## config.mk

```make
export PLATFORM = sky130hd
export DESIGN_NAME = hpm_pin_mux
export DESIGN_NICKNAME = d
export VERILOG_FILES = /design/src/rtl/hpm_pkg.sv /design/src/rtl/hpm_dec_if.sv /design/src/rtl/hpm_mode_dec.sv /design/src/rtl/hpm_pin_mux.sv
export SDC_FILE = /design/constraint.sdc
export NUM_CORES = 1
export LEC_CHECK = 0
export ABC_AREA = 1
export BUFFER_PORTS_ARGS = -buffer_cell sky130_fd_sc_hd__clkbuf_2
export CAP_MARGIN = 20
export CORE_ASPECT_RATIO = 1.25
export CORE_MARGIN = 1.5
export CORE_UTILIZATION = 39
export CTS_BUF_LIST = sky130_fd_sc_hd__clkbuf_16
export DETAILED_ROUTE_END_ITERATION = 8
export GPL_TIMING_DRIVEN = 0
export PLACE_DENSITY = 0.86
export SLEW_MARGIN = 40
export SYNTH_ARGS = -nofsm -noshare
export SYNTH_HDL_FRONTEND = slang
export SYNTH_HIERARCHICAL = 1
export SYNTH_SLANG_ARGS = --single-unit
```

## constraint.sdc

```tcl
create_clock -name i_ref_clk -period 1.7 [get_ports i_ref_clk]
set_input_delay 0.255 -clock i_ref_clk [delete_from_list [all_inputs] [get_ports i_ref_clk]]
set_output_delay 0.255 -clock i_ref_clk [all_outputs]
set_load 0.05 [all_outputs]
```

## src/rtl/hpm_pkg.sv

```systemverilog
package hpm_pkg;
  // bus mode codes selected at configuration
  typedef enum logic [3:0] {
    HPM_BUS_GENERIC      = 4'h0,
    HPM_BUS_EMBED_WE     = 4'h1,
    HPM_BUS_TWO_STB_UP   = 4'h2,
    HPM_BUS_TWO_STB_SOLE = 4'h3,
    HPM_BUS_ISA          = 4'h4,
    HPM_BUS_CARD_A       = 4'h5,
    HPM_BUS_CARD_B       = 4'h6,
    HPM_BUS_BIG_END      = 4'h7,
    HPM_BUS_PCCARD       = 4'h8
  } hpm_mode_type;

  // one-hot pin function class
  typedef enum logic [4:0] {
    HPM_FN_RESET = 5'h01,
    HPM_FN_PLAIN = 5'h02,
    HPM_FN_CARD  = 5'h04,
    HPM_FN_BIGE  = 5'h08,
    HPM_FN_ISA   = 5'h10
  } hpm_fn_type;

  // upper-byte strobe meaning
  typedef enum logic [2:0] {
    HPM_UB_WE        = 3'h0,
    HPM_UB_BHE       = 3'h1,
    HPM_UB_ODD       = 3'h2,
    HPM_UB_CE2       = 3'h3,
    HPM_UB_UPPER_STB = 3'h4,
    HPM_UB_SOLE_STB  = 3'h5,
    HPM_UB_BI_OUT    = 3'h6,
    HPM_UB_NONE      = 3'h7
  } hpm_ub_type;

  localparam logic [7:0]  HPM_ADDR_RST = 8'h00;
  localparam logic [15:0] HPM_DATA_RST = 16'h0000;
  localparam int          HPM_LO_BYTE  = 0;
  localparam int          HPM_HI_BYTE  = 8;
endpackage

```

## src/rtl/hpm_dec_if.sv

```systemverilog
`timescale 1ns/100ps
interface hpm_dec_if;
  import hpm_pkg::*;
  logic [3:0] mode;
  logic       cfg_done;
  hpm_fn_type fn;
  hpm_ub_type ub;
  modport src (output mode, output cfg_done, input fn, input ub);
  modport dec (input mode, input cfg_done, output fn, output ub);
endinterface

```

## src/rtl/hpm_mode_dec.sv

```systemverilog
`timescale 1ns/100ps
module hpm_mode_dec
  import hpm_pkg::*;
(
  hpm_dec_if.dec d
);
  // ----------------------------------------
  // pin function class and strobe meaning
  // ----------------------------------------
  always_comb begin
    d.fn = HPM_FN_RESET;
    d.ub = HPM_UB_NONE;
    if (d.cfg_done) begin
      case (d.mode)
        HPM_BUS_GENERIC, HPM_BUS_EMBED_WE: begin
          d.fn = HPM_FN_PLAIN;
          d.ub = HPM_UB_WE;
        end
        HPM_BUS_TWO_STB_UP: begin
          d.fn = HPM_FN_PLAIN;
          d.ub = HPM_UB_UPPER_STB;
        end
        HPM_BUS_TWO_STB_SOLE: begin
          d.fn = HPM_FN_PLAIN;
          d.ub = HPM_UB_SOLE_STB;
        end
        HPM_BUS_ISA: begin
          d.fn = HPM_FN_ISA;
          d.ub = HPM_UB_BHE;
        end
        HPM_BUS_CARD_A, HPM_BUS_CARD_B: begin
          d.fn = HPM_FN_CARD;
          d.ub = HPM_UB_ODD;
        end
        HPM_BUS_BIG_END: begin
          d.fn = HPM_FN_BIGE;
          d.ub = HPM_UB_BI_OUT;
        end
        HPM_BUS_PCCARD: begin
          d.fn = HPM_FN_PLAIN;
          d.ub = HPM_UB_CE2;
        end
        default: begin
          d.fn = HPM_FN_PLAIN;
          d.ub = HPM_UB_WE;
        end
      endcase
    end
  end
endmodule

```

## src/rtl/hpm_pin_mux.sv

```systemverilog
`timescale 1ns/100ps
//
// Contract
// - outside card modes, mem/reg select high picks display buffer, low registers
// - outside card modes chip select qualifies access; card hosts tie it high
// - card modes: address pin 20 is the address latch enable
// - card modes: address pin 17 is the card I/O write command
// - card modes: address pin 18 is the card I/O read command
// - card modes: address pin 19 is the card control-register strobe
// - big-endian mode: address pins 18..13 map to bits in reversed numbering; bits 20..19 held low
// - plain modes: address pins 20..13 are system address bits 20..13
// - card modes: device byte 15:8 to host 23:16, byte 7:0 to 31:24
// - generic and embedded modes: upper-byte strobe is high-byte write enable
// - ISA mode: upper-byte strobe is byte-high enable
// - card modes: upper-byte strobe is odd-byte access enable
// - PC Card mode: upper-byte strobe is card enable 2
// - two-strobe modes: upper data strobe, or sole data strobe
// - big-endian mode: upper-byte strobe drives burst inhibit output
//
module hpm_pin_mux
  import hpm_pkg::*;
(
  input  wire logic        i_ref_clk,
  input  wire logic        i_rst,
  input  wire logic [3:0]  i_bus_mode,
  input  wire logic        i_cfg_load,
  input  wire logic [3:0]  i_host_addr_hi,
  input  wire logic        i_host_addr_bit_a,
  input  wire logic        i_host_addr_bit_b,
  input  wire logic        i_host_addr_bit_c,
  input  wire logic        i_host_addr_bit_d,
  input  wire logic        i_mem_reg_sel,
  input  wire logic        i_chip_sel_n,
  input  wire logic [15:0] i_host_data_bus,
  output logic      [15:0] o_host_data_bus,
  output logic      [15:0] o_host_data_bus_oe_n,
  input  wire logic        i_upper_byte_strobe_n,
  output logic             o_upper_byte_strobe_n,
  output logic             o_upper_byte_strobe_oe_n,
  input  wire logic        i_burst_inhibit_n,
  input  wire logic        i_rd_en,
  input  wire logic [15:0] i_rd_data,
  output logic      [20:13] o_sys_addr,
  output logic             o_access_valid,
  output logic             o_access_mem,
  output logic             o_access_reg,
  output logic             o_addr_latch,
  output logic             o_card_io_write_n,
  output logic             o_card_io_read_n,
  output logic             o_card_ctrl_access_n,
  output logic             o_hi_byte_en,
  output logic             o_lo_byte_en,
  output logic      [15:0] o_wr_data,
  output logic      [3:0]  o_mode_q
);

  // ----------------------------------------
  // mode capture
  // ----------------------------------------
  logic       cfg_done_q;
  logic [3:0] mode_q;

  hpm_dec_if dif ();
  assign dif.mode     = mode_q;
  assign dif.cfg_done = cfg_done_q;

  hpm_mode_dec u_dec (
    .d (dif.dec)
  );

  always_ff @(posedge i_ref_clk or posedge i_rst) begin
    if (i_rst) begin
      cfg_done_q <= 1'b0;
      mode_q     <= 4'h0;
    end else if (i_cfg_load && !cfg_done_q) begin
      cfg_done_q <= 1'b1;
      mode_q     <= i_bus_mode;
    end
  end

  logic is_card;
  logic is_bige;
  logic live;
  assign is_card = (dif.fn == HPM_FN_CARD);
  assign is_bige = (dif.fn == HPM_FN_BIGE);
  assign live    = (dif.fn != HPM_FN_RESET);

  // ----------------------------------------
  // address mapping
  // ----------------------------------------
  logic [20:13] addr_d;
  logic [4:0]   top_pins;
  assign top_pins = {i_host_addr_bit_d, i_host_addr_bit_c, i_host_addr_bit_b,
                     i_host_addr_bit_a, i_host_addr_hi[3]};

  always_comb begin
    addr_d = HPM_ADDR_RST;
    if (is_bige) begin
      // pins 16..13 carry bits 15..18, pins 17..18 carry bits 14..13, bits 20..19 held low
      addr_d[15] = i_host_addr_hi[3];
      addr_d[16] = i_host_addr_hi[2];
      addr_d[17] = i_host_addr_hi[1];
      addr_d[18] = i_host_addr_hi[0];
      addr_d[14] = i_host_addr_bit_a;
      addr_d[13] = i_host_addr_bit_b;
      addr_d[20:19] = 2'h0;
    end else if (live && !is_card) begin
      // ISA host presents an already latched bit 20
      addr_d = {top_pins, i_host_addr_hi[2:0]};
    end
  end

  logic [20:13] sys_addr_q;
  always_ff @(posedge i_ref_clk or posedge i_rst) begin
    if (i_rst) begin
      sys_addr_q <= HPM_ADDR_RST;
    end else if (is_card) begin
      if (i_host_addr_bit_d) begin
        sys_addr_q <= {i_host_addr_hi, i_host_data_bus[3:0]};
      end
    end else begin
      sys_addr_q <= addr_d;
    end
  end
  assign o_sys_addr = sys_addr_q;

  // ----------------------------------------
  // access decode
  // ----------------------------------------
  always_ff @(posedge i_ref_clk or posedge i_rst) begin
    if (i_rst) begin
      o_access_valid <= 1'b0;
      o_access_mem   <= 1'b0;
      o_access_reg   <= 1'b0;
    end else if (is_card) begin
      o_access_valid <= !i_host_addr_bit_a || !i_host_addr_bit_b;
      o_access_mem   <= i_host_addr_bit_c;
      o_access_reg   <= !i_host_addr_bit_c;
    end else begin
      o_access_valid <= live && !i_chip_sel_n;
      o_access_mem   <= live && !i_chip_sel_n && i_mem_reg_sel;
      o_access_reg   <= live && !i_chip_sel_n && !i_mem_reg_sel;
    end
  end

  // ----------------------------------------
  // card command pins
  // ----------------------------------------
  always_ff @(posedge i_ref_clk or posedge i_rst) begin
    if (i_rst) begin
      o_addr_latch         <= 1'b0;
      o_card_io_write_n    <= 1'b1;
      o_card_io_read_n     <= 1'b1;
      o_card_ctrl_access_n <= 1'b1;
    end else begin
      o_addr_latch         <= is_card && i_host_addr_bit_d;
      o_card_io_write_n    <= !(is_card && !i_host_addr_bit_a);
      o_card_io_read_n     <= !(is_card && !i_host_addr_bit_b);
      o_card_ctrl_access_n <= !(is_card && !i_host_addr_bit_c);
    end
  end

  // ----------------------------------------
  // byte lanes from upper-byte strobe
  // ----------------------------------------
  logic hi_d;
  always_comb begin
    hi_d = 1'b0;
    case (dif.ub)
      HPM_UB_WE:        hi_d = !i_upper_byte_strobe_n;
      HPM_UB_BHE:       hi_d = !i_upper_byte_strobe_n;
      HPM_UB_ODD:       hi_d = !i_upper_byte_strobe_n;
      HPM_UB_CE2:       hi_d = !i_upper_byte_strobe_n;
      HPM_UB_UPPER_STB: hi_d = !i_upper_byte_strobe_n;
      HPM_UB_SOLE_STB:  hi_d = !i_upper_byte_strobe_n;
      HPM_UB_BI_OUT:    hi_d = 1'b1;
      default:          hi_d = 1'b0;
    endcase
  end

  always_ff @(posedge i_ref_clk or posedge i_rst) begin
    if (i_rst) begin
      o_hi_byte_en <= 1'b0;
      o_lo_byte_en <= 1'b0;
    end else begin
      o_hi_byte_en <= live && hi_d;
      o_lo_byte_en <= live && (dif.ub == HPM_UB_SOLE_STB ? hi_d : 1'b1);
    end
  end

  // ----------------------------------------
  // data lanes
  // ----------------------------------------
  always_ff @(posedge i_ref_clk or posedge i_rst) begin
    if (i_rst) begin
      o_wr_data <= HPM_DATA_RST;
    end else if (is_card) begin
      // device byte 15:8 sits on host 23:16, byte 7:0 on host 31:24
      o_wr_data <= i_host_data_bus;
    end else begin
      // 8-bit hosts hold unused lines high wide hosts use 31:16
      o_wr_data <= i_host_data_bus;
    end
  end

  always_ff @(posedge i_ref_clk or posedge i_rst) begin
    if (i_rst) begin
      o_host_data_bus      <= HPM_DATA_RST;
      o_host_data_bus_oe_n <= 16'hffff;
    end else begin
      o_host_data_bus      <= i_rd_data;
      o_host_data_bus_oe_n <= {16{!(live && i_rd_en)}};
    end
  end

  // ----------------------------------------
  // burst inhibit output
  // ----------------------------------------
  always_ff @(posedge i_ref_clk or posedge i_rst) begin
    if (i_rst) begin
      o_upper_byte_strobe_n    <= 1'b1;
      o_upper_byte_strobe_oe_n <= 1'b1;
    end else begin
      o_upper_byte_strobe_n    <= i_burst_inhibit_n;
      o_upper_byte_strobe_oe_n <= !is_bige;
    end
  end

  assign o_mode_q = mode_q;

  // ----------------------------------------
  // checks
  // ----------------------------------------
  a_mode_fixed: assert property (@(posedge i_ref_clk) disable iff (i_rst)
    cfg_done_q |=> (mode_q == $past(mode_q)))
    else $error("bus mode changed after configuration");

  a_reg_space: assert property (@(posedge i_ref_clk) disable iff (i_rst)
    (live && !is_card && !i_chip_sel_n && !i_mem_reg_sel) |=> o_access_reg && !o_access_mem)
    else $error("low select did not reach register space");

  a_cs_gate: assert property (@(posedge i_ref_clk) disable iff (i_rst)
    (!is_card && i_chip_sel_n) |=> !o_access_valid)
    else $error("access without chip select");

  a_ale_pin: assert property (@(posedge i_ref_clk) disable iff (i_rst)
    (is_card && i_host_addr_bit_d) |=> o_addr_latch)
    else $error("latch enable not seen");

  a_io_write: assert property (@(posedge i_ref_clk) disable iff (i_rst)
    (is_card && !i_host_addr_bit_a) |=> !o_card_io_write_n)
    else $error("card io write missed");

  a_io_read: assert property (@(posedge i_ref_clk) disable iff (i_rst)
    (is_card && !i_host_addr_bit_b) |=> !o_card_io_read_n)
    else $error("card io read missed");

  a_ctrl_strobe: assert property (@(posedge i_ref_clk) disable iff (i_rst)
    (is_card && !i_host_addr_bit_c) |=> !o_card_ctrl_access_n)
    else $error("card control strobe missed");

  a_bige_addr: assert property (@(posedge i_ref_clk) disable iff (i_rst)
    is_bige |=> (o_sys_addr[18] == $past(i_host_addr_hi[0])))
    else $error("reversed address map wrong");

  a_plain_addr: assert property (@(posedge i_ref_clk) disable iff (i_rst)
    (live && !is_card && !is_bige) |=> (o_sys_addr[20] == $past(i_host_addr_bit_d)))
    else $error("direct address map wrong");

  a_hi_lane: assert property (@(posedge i_ref_clk) disable iff (i_rst)
    (dif.ub == HPM_UB_WE && !i_upper_byte_strobe_n) |=> o_hi_byte_en)
    else $error("high byte write enable missed");

  a_bi_drive: assert property (@(posedge i_ref_clk) disable iff (i_rst)
    is_bige |=> !o_upper_byte_strobe_oe_n)
    else $error("burst inhibit not driven");

  a_mem_space: assert property (@(posedge i_ref_clk) disable iff (i_rst)
    (live && !is_card && !i_chip_sel_n && i_mem_reg_sel) |=> o_access_mem && !o_access_reg)
    else $error("high select did not reach display buffer");

  a_bhe_lane: assert property (@(posedge i_ref_clk) disable iff (i_rst)
    (dif.ub == HPM_UB_BHE && !i_upper_byte_strobe_n) |=> o_hi_byte_en)
    else $error("byte high enable missed");

  a_odd_lane: assert property (@(posedge i_ref_clk) disable iff (i_rst)
    (dif.ub == HPM_UB_ODD && i_upper_byte_strobe_n) |=> !o_hi_byte_en)
    else $error("odd byte lane on without enable");

  a_ce2_lane: assert property (@(posedge i_ref_clk) disable iff (i_rst)
    (dif.ub == HPM_UB_CE2 && !i_upper_byte_strobe_n) |=> o_hi_byte_en)
    else $error("card enable 2 missed");

  a_sole_lanes: assert property (@(posedge i_ref_clk) disable iff (i_rst)
    (dif.ub == HPM_UB_SOLE_STB && !i_upper_byte_strobe_n) |=> (o_hi_byte_en && o_lo_byte_en))
    else $error("sole strobe did not open both lanes");

  a_card_data: assert property (@(posedge i_ref_clk) disable iff (i_rst)
    is_card |=> (o_wr_data == $past(i_host_data_bus)))
    else $error("card data lanes wrong");

  a_idle_float: assert property (@(posedge i_ref_clk) disable iff (i_rst)
    !live |=> ((o_host_data_bus_oe_n == 16'hffff) && o_upper_byte_strobe_oe_n))
    else $error("pins driven before configuration");

endmodule

```

* Word-level counts from Yosys, hierarchy flattened
Memories as Yosys holds them, arrays and structs flattened. Index checks and enable logic that the tools add are counted.
Cells by class: multiplexer cells 11, eq/ne operators 10, reduce and logical (&&, ||, !) cells 28
Operator list (count):
- $mux 8 | 4
- $logic_not 1->1 | 13
- $logic_and 1x1->1 | 12
- $eq 3x3->1 const B | 3
- $eq 3x2->1 const B | 2
- $reduce_or 6->1 | 1
- $eq 5x3->1 const B | 1
- $eq 5x4->1 const B | 1
- $mux 5 | 1
- $ne 5x1->1 const B | 1
- $mux 1 | 4
- $eq 3x1->1 const B | 1
- $logic_not 3->1 | 1
- $mux 3 | 1
- $ne 2x2->1 const B | 1
- $pmux 1 s2 | 1
- $logic_or 1x1->1 | 1
Storage, ports and cells: word-level logic and storage cells 67, bits in read-only memories 112, input port bits 52, memories kept 1, register bits 57, output and inout port bits 71
Memories:
- (no name shown) | words 16, width 7, rd ports 1, clocked after memory_dff 0, wr ports 0, RTL line hpm_mode_dec.sv:14 | case (d.mode)

* Depth between registers and ports, before layout
Gate-level depths: netlist (run 1). An unclocked memory read counts as a cell.
depth after elaboration 8, depth in mapped cells 11, mapped depth without buffers 11

* Cells and area by module
Netlist (run 1), hierarchy kept.
Modules (own cells, without submodules):
- hpm_pin_mux | cells each 164, instances 1, area an instance 2072.0 um2
- hpm_mode_dec | cells each 28, instances 1, area an instance 151.4 um2

* Least setup slack after synthesis (run 1)
No wires, ideal clock.
path kind register to register, start register mode_q[1], in the netlist o_mode_q[1], end register sys_addr_q (netlist bit o_sys_addr[13]), arrival 1832 ps, data required time 1580 ps, setup slack -252 ps, stages on the path, launching flop included 11, period minus slack after synthesis 1952 ps, setup time 120 ps, buffers on the path 1, cells stage by stage dfrtp_1 > inv_1 > ha_1 > inv_1 > nor2_1 > inv_1 > nand3_1 > buf_6 > nor2_1 > a21oi_1 > nand2_1
Between the ends: word-level cells in the longest chain between the ends 8, elaborated cells on any way between the ends 11, classes of those cells eq/ne: 4; mux: 4; reduce/logical: 2; memory: 1
RTL lines:
- start, declared | RTL line hpm_pin_mux.sv:61 | logic [3:0] mode_q;
- start signal, assigned | RTL line hpm_pin_mux.sv:77 | mode_q <= i_bus_mode;
- $mem_v2 16x7 (*)
- $mux 5 (*) | RTL line hpm_mode_dec.sv:13 | if (d.cfg_done) begin
- net dif.fn[2] | RTL line hpm_dec_if.sv:6 | hpm_fn_type fn;
- $eq 5x3->1 | RTL line hpm_pin_mux.sv:84 | assign is_card = (dif.fn == HPM_FN_CARD);
- $logic_not 1->1 | RTL line hpm_pin_mux.sv:107 | end else if (live && !is_card) begin
- $logic_and 1x1->1 | RTL line hpm_pin_mux.sv:107
- $mux 8 | RTL line hpm_pin_mux.sv:107
- $mux 8 | RTL line hpm_pin_mux.sv:98 | if (is_bige) begin
- $mux 8 | RTL line hpm_pin_mux.sv:117 | end else if (is_card) begin
- end signal, assigned | RTL line hpm_pin_mux.sv:119 | sys_addr_q <= {i_host_addr_hi, i_host_data_bus[3:0]};
- end signal, assigned | RTL line hpm_pin_mux.sv:122 | sys_addr_q <= addr_d;
- end, declared | RTL line hpm_pin_mux.sv:113 | logic [20:13] sys_addr_q;
The timed path passes the listed nets; every way through them passes the cells marked *. A chain may end at the register's enable or synchronous reset.

* Final worst setup path (run 1)
start register o_host_data_bus_oe_n[0] (netlist name), end output o_host_data_bus_oe_n[9]
RTL lines:
- end, declared | RTL line hpm_pin_mux.sv:36 | output logic [15:0] o_host_data_bus_oe_n,
No word-level cell between the ends.

==> results.toml, run 1 <==
[run_status]
run_status = "completed"

[die]
dieWidth_um = 70.5
die_h_um = 87.4
die-area_um2 = 6170
core_um2 = 5480
floorplan.io_pins = 123
initial_utilization_pct = 40.6
core.rowCount = 30

[critical_path]
cpMaxStageDelayCell = "sky130_fd_sc_hd__dfstp_4"
worst_path_cell_trace = "buf_4, clkbuf_2"
timing.critical_path.to_type = "output pin"
peak_per_stage_delay_on_the_critical_path_ps = 700
worstSetupPathType = "flop to output pin"
timing.critical_path.required_ps = 1440
path_max_fanout = 16
crit_path_start_kind = "flop"
timing.reg2reg.worst_path_depth = 10
cp.buffers_inverters = 2
cp.depth = 2
critical_path.top_delay_family = "flip-flops"
cp_data_arrival_time_ps = 1400

[drt]
dr.pass1.iters = 4
route.final.wire_length_mm = 5.09
drt_drc_violations_left = 0
route.detailed.wl_per_inst_um = 12.7
vias = 1831
ant_nets = 0
avgViaCountPerCell = 4.57
initialDrtViolationCount = 58

[timing]
worstMarginPinSlew_ps = 419
slew_headroom_pct = 72.0
final-max-slew-violation-count = 0
grt_setup_unrepaired = "yes"
hold_viol_final = 0
fin_skew_ps = 2.60
min_period_ps = 1650
achievable-frequency_mhz = 605
timing.final.setup_violations = 0
fin_crit_share_pct = 97.3

[cts]
cts_tree = "built"
clock_sink_count = 57
clkSlewWorstSetupHoldPaths_ps = 50
cts-buffers-inserted = 9
root_buffer = "sky130_fd_sc_hd__clkbuf_16"
h-tree-depth = 3
maximum_root_to_sink_buffer_count = 2
clock_insertion_delay_worst_skew_ps = 310

[synthesis]
synth_register_bits = 57
syn-num-nets = 247
count_of_warnings_emitted_by_yosys = 6
netlist-cell-type-count = 27
synth_cells = 192
syn_area_um2 = 2220
synth_seq_area_share_pct = 64.5
synthesis.area_per_instance_um2 = 11.6

[placement]
gp_congestion = 0.788
placedCellCount = 380
port_buffers = 122
hpwl_mm = 3.82

[grt]
first_global_vias = 1776
grt_pass1_wl_mm = 8.09
globalRouteOverflowTotal = 0
grt_use_total_pct = 17.3
grt_start_max_net_pins = 28
antenna_violations_before_repair = 0

[cells_and_area]
num_antenna_cells = 0
final_cells = 401
final_layout_size_suffix_gt1_share_pct = 61.4
layout_commonest_cell = "sky130_fd_sc_hd__clkbuf_2"
layout.cells.most_common_list = "108 x sky130_fd_sc_hd__clkbuf_2, 47 x sky130_fd_sc_hd__dfrtp_1, 31 x sky130_fd_sc_hd__nand2_1"
final_net_count = 387
synth_to_final_area_change_pct = 53.4
final_core_utilization_pct = 62.2

[pwr]
p_total_mw = 3.78
pwrdens_nw_per_um2 = 1110
p_leak_nw = 1.82
vdd.ir_drop.worst_v = 0.000646

[job]
maxCapViolations = 0

[min_path]
worstHoldPathCells = 1
holdCritPathClass = "input pin to flop"
-- worst paths after layout --
| kind | start | slack, ps | end |
|---|---|---|---|
| max in group asynchronous | i_rst | 690 | o_card_io_read_n |
| setup / recovery | o_host_data_bus_oe_n[0] | 50 | o_host_data_bus_oe_n[9] |
| hold / removal | i_burst_inhibit_n | 30 | o_upper_byte_strobe_n |
| min in group asynchronous | i_rst | 490 | o_wr_data[9] |
| setup reg to reg | o_mode_q[1] | 70 | o_sys_addr[16] |
| hold reg to reg | o_sys_addr[13] | 500 | o_sys_addr[13] |
-- cell families (layout without fill, tap and decap cells) --
logic type,after synthesis,after routing,synth area share (%)
AND/OR/NAND/NOR,70,70,17.3
flip-flops,57,57,64.5
buffers and inverters,41,186,10.4
AO/OA/AOI/OAI,16,16,3.66
multiplexers,5,5,2.48
adder cells (fa/ha/maj),3,3,1.69
-- final cells by class --
class	instances	area (um^2)
well taps	64	80.1
repair buffers	129	713
flip-flops and latches	57	1440
inverters	24	100
plain buffers	17	139
fillers	436	2070
multi-input cells	94	626
clock buffers	9	225
clock inverters	7	85.1
-- per-stage QoR --
step | cell area, um^2 | worst slack (ps) | TNS [ps] | hold WS [ps]
finish | 3410 | 45.9 | 0 | 33.9
global route | 3410 | -28.6 | -101 | 17.9
CTS | 3320 | 0.0414 | 0 | 21.1
detailed placement | 3000 | 17.8 | 0 | 263
global placement | 2940 | 42.0 | 0 | 343
floorplan | 2250 | 16.1 | 0 | 259
-- what timing repair did --
item / 4_1_cts / 5_1_grt
pin swaps: 0 / 5
resized for setup: 3 / 29
hold buffers: 1 / 0
endpoints found under the setup margin: 3 / 23
cloned: 0 / 1
endpoints found under the hold margin: 12 / 0
setup buffers: 0 / 3
-- synth_stat cells --
master | number | area share (%)
sky130_fd_sc_hd__nor2_8 | 1 | 0.90
sky130_fd_sc_hd__nand3b_4 | 1 | 0.90
sky130_fd_sc_hd__mux2_2 | 4 | 2.0
sky130_fd_sc_hd__o21ai_1 | 4 | 0.90
sky130_fd_sc_hd__o21ai_0 | 4 | 0.90
sky130_fd_sc_hd__nand3_1 | 7 | 1.6
sky130_fd_sc_hd__nor2_2 | 2 | 0.56
sky130_fd_sc_hd__nand2_1 | 31 | 5.2
sky130_fd_sc_hd__buf_8 | 1 | 0.68
sky130_fd_sc_hd__nand3b_1 | 2 | 0.68
sky130_fd_sc_hd__o22ai_1 | 1 | 0.28
sky130_fd_sc_hd__a21oi_1 | 7 | 1.6
sky130_fd_sc_hd__inv_1 | 20 | 3.4
sky130_fd_sc_hd__nand4_1 | 6 | 1.7
sky130_fd_sc_hd__nand3_2 | 2 | 0.90
sky130_fd_sc_hd__mux2i_1 | 1 | 0.45
sky130_fd_sc_hd__clkinv_2 | 1 | 0.22
sky130_fd_sc_hd__buf_4 | 15 | 5.1
sky130_fd_sc_hd__dfstp_2 | 6 | 7.1
sky130_fd_sc_hd__nor2_1 | 10 | 1.7
sky130_fd_sc_hd__nor2_4 | 2 | 1.0
sky130_fd_sc_hd__inv_2 | 3 | 0.51
sky130_fd_sc_hd__buf_6 | 1 | 0.51
sky130_fd_sc_hd__nand2_2 | 5 | 1.4
sky130_fd_sc_hd__ha_1 | 3 | 1.7
sky130_fd_sc_hd__dfrtp_1 | 51 | 57
sky130_fd_sc_hd__nand3_4 | 1 | 0.79
-- power breakdown --
part	internal, mW	leakage [nW]	switching [mW]	total [mW]
Sequential	1.42	0.659	0.0234	1.44
Clock	1.26	0.150	0.568	1.83
Combinational	0.141	1.01	0.371	0.512
-- metal layers --
metal  wire length (um)  up-vias  part of all wire, %  track usage (%)
li1                   -      877                    -                -
met1               1940      850                   38             19.0
met2               2610       92                   51             28.3
met3                438       12                  8.6             7.41
met4                102        0                  2.0             9.43
met5                  0        -                    0                0
Power figures use the tool's default switching activity.
==> inputs of run 2 (changes only) <==
Settings changed: CORE_UTILIZATION 39 to 40, PLACE_DENSITY 0.86 to 0.87, SYNTH_HIERARCHICAL 1 to not set.
==> run 2 against run 1 <==
Net effect: final cell count is 4.5% higher; largest power group unchanged; clock power fell by 14%; critical endpoint is now o_host_data_bus_oe_n[15]; synthesized area is 0.34% higher; combinational power rose by 1%; setup slack worse by 12 ps.
==> results.toml, run 2 <==
[pwr]
vdd.ir_drop.worst_v = 0.000621
share_comb_of_total_power_pct = 14.6
p_leak_nw = 1.83
share_clk_of_total_power_pct = 44.7
intPower_mw = 2.53
pwrdens_nw_per_um2 = 1060
netSwitchingFraction_pct = 28.3
p_total_mw = 3.53
power.net_switching_mw = 1.00
seq_power_share_pct = 40.7

[cells_and_area]
num_antenna_cells = 0
final_net_count = 405
layout.cells.most_common_list = "115 x sky130_fd_sc_hd__clkbuf_2, 49 x sky130_fd_sc_hd__dfrtp_1, 40 x sky130_fd_sc_hd__nand2_1"
synth_to_final_area_change_pct = 49.4
final_layout_size_suffix_gt1_share_pct = 55.2
layout_commonest_cell = "sky130_fd_sc_hd__clkbuf_2"

[drt]
initialDrtViolationCount = 79
vias = 1923
ant_nets = 0
dr.pass1.iters = 4
route.detailed.wl_per_inst_um = 13.6
avgViaCountPerCell = 4.59
route.final.wire_length_mm = 5.69
drt_drc_violations_left = 0

[run_status]
run_status = "completed"

[synthesis]
synth-adder-area-share_pct = 1.68
synth_top_area_share_pct = 57.2
asyncSetResetFlopFracSynth_pct = 100
post_synth_mux_area_share_pct = 0
synthTopCellsByArea = "sky130_fd_sc_hd__dfrtp_1 57%, sky130_fd_sc_hd__dfstp_2 7.1%, sky130_fd_sc_hd__nand2_1 7.1%"
synth_compound_gate_area_share_pct = 4.49
netlist-cell-type-count = 27
syn_area_um2 = 2230
syn-num-nets = 264
synth-simple-area-share_pct = 19.7
synthesis.area_per_instance_um2 = 10.7
synth_top_cells_by_count = "51 x sky130_fd_sc_hd__dfrtp_1, 42 x sky130_fd_sc_hd__nand2_1, 26 x sky130_fd_sc_hd__nor2_1, 20 x sky130_fd_sc_hd__inv_1, 15 x sky130_fd_sc_hd__buf_4"
synth_xor_area_share_pct = 0
synth.most_common_cell = "sky130_fd_sc_hd__dfrtp_1"
count_of_warnings_emitted_by_yosys = 0
synth_register_bits = 57
synth_seq_area_share_pct = 64.3
synth-main-ff-cell = "sky130_fd_sc_hd__dfrtp_1"
synthDominantAreaCellType = "sky130_fd_sc_hd__dfrtp_1"
combinational_family_with_the_most_area_after_synthesis = "simple AND/OR/NAND/NOR gates"
synth_cells = 209
number_of_enable_type_register_cells_in_the_synthesized_netlist = 0

[critical_path]
cp_data_arrival_time_ps = 1410
crit_path_start_kind = "flop"
cpMaxStageDelayCell = "sky130_fd_sc_hd__dfstp_2"
cp.buffers_inverters = 3
worst_path_cell_trace = "clkbuf_4, buf_4, buf_2"
timing.critical_path.to_type = "output pin"
worstSetupPathType = "flop to output pin"
critical_path.top_delay_family = "flip-flops"
path_max_fanout = 8
timing.critical_path.required_ps = 1440
peak_per_stage_delay_on_the_critical_path_ps = 560

[timing]
achievable-frequency_mhz = 600
hold_viol_final = 0
min_period_ps = 1670
holdWs_ps = 21.3
fin_crit_share_pct = 98.0
worstMarginPinSlew_ps = 299
slew_headroom_pct = 80.1
timing.final.setup_violations = 0
final-max-slew-violation-count = 0
fin_skew_ps = 3.15

[cts]
clock_sink_count = 57
cts-buffers-inserted = 9
clkSlewWorstSetupHoldPaths_ps = 50
maximum_root_to_sink_buffer_count = 2
root_buffer = "sky130_fd_sc_hd__clkbuf_16"
cts_tree = "built"
clock_insertion_delay_worst_skew_ps = 310
h-tree-depth = 3

[grt]
antenna_violations_before_repair = 0
grt_start_max_net_pins = 45
grt_pass1_wl_mm = 8.60
grt_use_total_pct = 18.4
first_global_vias = 1866
globalRouteOverflowTotal = 0

[placement]
hpwl_mm = 4.03
port_buffers = 122
gp_congestion = 0.850

[die]
initial_utilization_pct = 41.3
die_h_um = 86.5
dieWidth_um = 69.8
die-area_um2 = 6040
core_um2 = 5410
core.rowCount = 30
floorplan.io_pins = 123

[min_path]
holdCritPathClass = "input pin to flop"

[job]
maxCapViolations = 0
==> run 2: changes by cell type after synthesis, moves of 3 or more <==
| cell | previous run | this run |
|---|---|---|
| sky130_fd_sc_hd__a21oi_1 | 7 | 4 |
| sky130_fd_sc_hd__mux2_2 | 4 | 0 |
| sky130_fd_sc_hd__nand2_1 | 31 | 42 |
| sky130_fd_sc_hd__nand4_1 | 6 | 2 |
| sky130_fd_sc_hd__nor2_1 | 10 | 26 |
==> run 2: final cells by class <==
class / instances / area [um^2]
fill: 461 / 2070
sequential: 57 / 1440
timing repair buffer: 128 / 691
multi-input combinational: 115 / 632
clock buffer: 9 / 225
buffer: 17 / 135
inverter: 22 / 87.6
tap: 64 / 80.1
clock inverter: 7 / 46.3
==> run 2: power by group through the flow <==
| stage | Combinational, mW | Clock [mW] | Sequential, mW |
|---|---|---|---|
| 6_report | 0.517 | 1.58 | 1.44 |
| 5_1_grt | 0.544 | 1.70 | 1.44 |
| 4_1_cts | 0.513 | 1.62 | 1.44 |
| 3_5_place_dp | 0.508 | 0 | 1.46 |
| 3_3_place_gp | 0.494 | 0 | 1.46 |
| 2_1_floorplan | 0.145 | 0 | 1.66 |
==> run 2: routing by layer <==
layer	vias up	track usage, %	part of all wire (%)
li1	926	-	-
met1	899	19.9	36
met5	-	0	0
met3	6	6.51	7.5
met2	92	32.5	55
met4	0	8.04	1.4
==> run 2: logic make-up (layout without fill, tap and decap cells) <==
kind of cell	count (synthesis)	in the layout
buffers and inverters	39	183
AND/OR/NAND/NOR	93	95
flip-flops	57	57
adder cells (fa/ha/maj)	3	3
AO/OA/AOI/OAI	17	17
==> run 2: worst paths after layout <==
path | start | endpoint | slack, ps | depth (start not counted)
min reg2reg | o_sys_addr[19] | o_sys_addr[19] | 520 | 2
max reg2reg | o_mode_q[0] | o_sys_addr[19] | 120 | 7
min in group asynchronous | i_rst | o_wr_data[10] | 410 | 3
min | i_burst_inhibit_n | o_upper_byte_strobe_n | 20 | 1
max in group asynchronous | i_rst | o_upper_byte_strobe_n | 760 | 4
max | o_host_data_bus_oe_n[0] | o_host_data_bus_oe_n[15] | 30 | 3
==> run 2: timing repair <==
action / CTS / global route
setup endpoints to repair: 0 / 23
buffers inserted: 0 / 3
hold buffers: 1 / 0
gates resized for setup: 0 / 19
endpoints found under the hold margin: 12 / 0
==> run 2: stage by stage <==
stage / instances / area, um^2 / setup WS, ps / util (%) / TNS [ps]
CTS: 413 / 3230 / 17.6 / 59.7 / 0
global placement: 395 / 2920 / -706 / 54.1 / -28050
finish: 419 / 3330 / 34.4 / 61.7 / 0
floorplan: 209 / 2230 / -68.9 / - / -138
global route: 419 / 3330 / -15.9 / 61.7 / -37.6
detailed placement: 396 / 2950 / 88.5 / 54.5 / 0
==> inputs of run 3 (changes only) <==
Settings changed: CORE_MARGIN 1.5 to 10, PLACE_DENSITY 0.87 to 0.76.
==> run 3 against run 2 <==
Net effect: hold slack got worse by 2.2 ps; global-route usage fell by 4.2 points; critical path type unchanged; register-to-register slack barely moved; largest power group unchanged; die area rose by 49%; first-iteration DRC count fell by 68%; critical endpoint is now o_host_data_bus_oe_n[10]; sequential share of layout area rose by 0.21 points; critical path depth fell by 1; via count fell by 0.78%; design area fell by 0.49%.
==> results.toml, run 3 (synthesis results as in run 2) <==
[die]
core.rowCount = 30
floorplan.io_pins = 123
core_um2 = 5410
initial_utilization_pct = 41.3
die_h_um = 103
die-area_um2 = 8980
dieWidth_um = 86.8

[run_status]
run_status = "completed"

[placement]
dp_worst_setup_slack_ps = 90.0
placedCellCount = 396
placedInstanceArea_um2 = 2950
gp_congestion = 0.779
hpwl_mm = 5.00
port_buffers = 122

[cts]
root_buffer = "sky130_fd_sc_hd__clkbuf_16"
clock_sink_count = 57
clock_insertion_delay_worst_skew_ps = 320
maximum_root_to_sink_buffer_count = 2
cts_tree = "built"
h-tree-depth = 3
clkSlewWorstSetupHoldPaths_ps = 50
cts-buffers-inserted = 9

[critical_path]
worstReg2RegEnd = "o_sys_addr[13]"
worst_r2r_startpoint = "o_mode_q[1]"
cp_data_arrival_time_ps = 1350
worstSetupPathType = "flop to output pin"
path_max_fanout = 16
crit_path_start_kind = "flop"
timing.critical_path.to_type = "output pin"
r2r_setup_slack_ps = 120
crit_start = "o_host_data_bus_oe_n[0]"
timing.critical_path.required_ps = 1440
timing.reg2reg.worst_path_depth = 9

[grt]
globalRouteOverflowTotal = 0
grt_pass1_wl_mm = 9.82
antenna_violations_before_repair = 0
first_global_vias = 1947
grt_use_total_pct = 14.2
grt_start_max_net_pins = 34

[min_path]
holdCritPathClass = "input pin to flop"
worstHoldPathCells = 1
worst_hold_path.endpoint = "o_upper_byte_strobe_n"
min_from = "i_burst_inhibit_n"

[pwr]
pwrdens_nw_per_um2 = 1100
vdd.ir_drop.worst_v = 0.000806
p_leak_nw = 1.84
p_total_mw = 3.66

[cells_and_area]
synth_to_final_area_change_pct = 48.7
num_antenna_cells = 0
multi_input_area_um2 = 606
fin_area_um2 = 3320
final_cells = 415
final_layout_size_suffix_gt1_share_pct = 52.7
fill_cells = 468
final_net_count = 401
layout.cells.most_common_list = "107 x sky130_fd_sc_hd__clkbuf_2, 49 x sky130_fd_sc_hd__dfrtp_1, 41 x sky130_fd_sc_hd__nand2_1"
layout_commonest_cell = "sky130_fd_sc_hd__clkbuf_2"
seq_area_um2 = 1440

[job]
maxCapViolations = 0

[timing]
achievable-frequency_mhz = 621
worstMarginPinSlew_ps = 334
min_period_ps = 1610
setup_slack_ps = 90.6
fin_crit_share_pct = 94.7
slew_headroom_pct = 77.7
holdWs_ps = 19.1
timing.final.setup_violations = 0
final-max-slew-violation-count = 0
fin_skew_ps = 5.92
hold_viol_final = 0

[drt]
route.detailed.wl_per_inst_um = 15.4
avgViaCountPerCell = 4.60
ant_nets = 0
dr.pass1.iters = 4
drt_drc_violations_left = 0
initialDrtViolationCount = 25
route.final.wire_length_mm = 6.40
vias = 1908
## run 3: cell count changes in the layout (fill, tap and decap cells not counted), sizes merged
cell / change
buf: +8
clkinv: +3
nor2: -1
clkbuf: -11
bufinv: +1
inv: -1
clkinvlp: -3
## run 3: metal layers
| metal | share of wire, % | global-route usage (%) |
|---|---|---|
| met5 | 0 | 0 |
| met2 | 52 | 24.3 |
| met3 | 11 | 6.97 |
| met1 | 35 | 13.9 |
| met4 | 2.1 | 6.87 |
## run 3: how the worst max path moves through the flow
stage,end,slack [ps],cells past startpoint
floorplan,o_mode_q[0],-70,1
finish,o_host_data_bus_oe_n[10],90,2
CTS,o_host_data_bus_oe_n[4],10,2
global route,o_sys_addr[17],-10,9
global placement,o_mode_q[1],-740,2
detailed placement,o_sys_addr[15],90,7
## run 3: final cells by class
type,count,share of cell area (%)
buffer,17,4.07
clock buffer,9,6.79
clock inverter,7,1.85
inverter,22,2.64
multi-input combinational,114,18.3
sequential,57,43.3
tap,64,2.41
timing repair buffer,125,20.7
## run 3: critical path: stages, from the launching register on
cell and delay, ps:
sky130_fd_sc_hd__dfstp_2 680, sky130_fd_sc_hd__buf_4 160, sky130_fd_sc_hd__buf_4 190
## run 3: stage by stage
stage | utilization [%] | setup TNS, ps
2_1_floorplan | - | -138
3_3_place_gp | 54.1 | -30030
3_5_place_dp | 54.5 | 0
4_1_cts | 60.0 | 0
5_1_grt | 61.4 | -19.3
6_report | 61.4 | 0
## run 3: power breakdown
group | leakage [nW] | switching [mW] | internal, mW
logic | 1.05 | 0.383 | 0.142
clock network | 0.144 | 0.583 | 1.11
registers | 0.644 | 0.0218 | 1.42
## run 3: what timing repair did
action / 4_1_cts / 5_1_grt
endpoints found under the setup margin: 0 / 22
hold buffers: 1 / 0
hold endpoints to repair: 22 / 0
buffers inserted: 0 / 1
resized for setup: 0 / 21
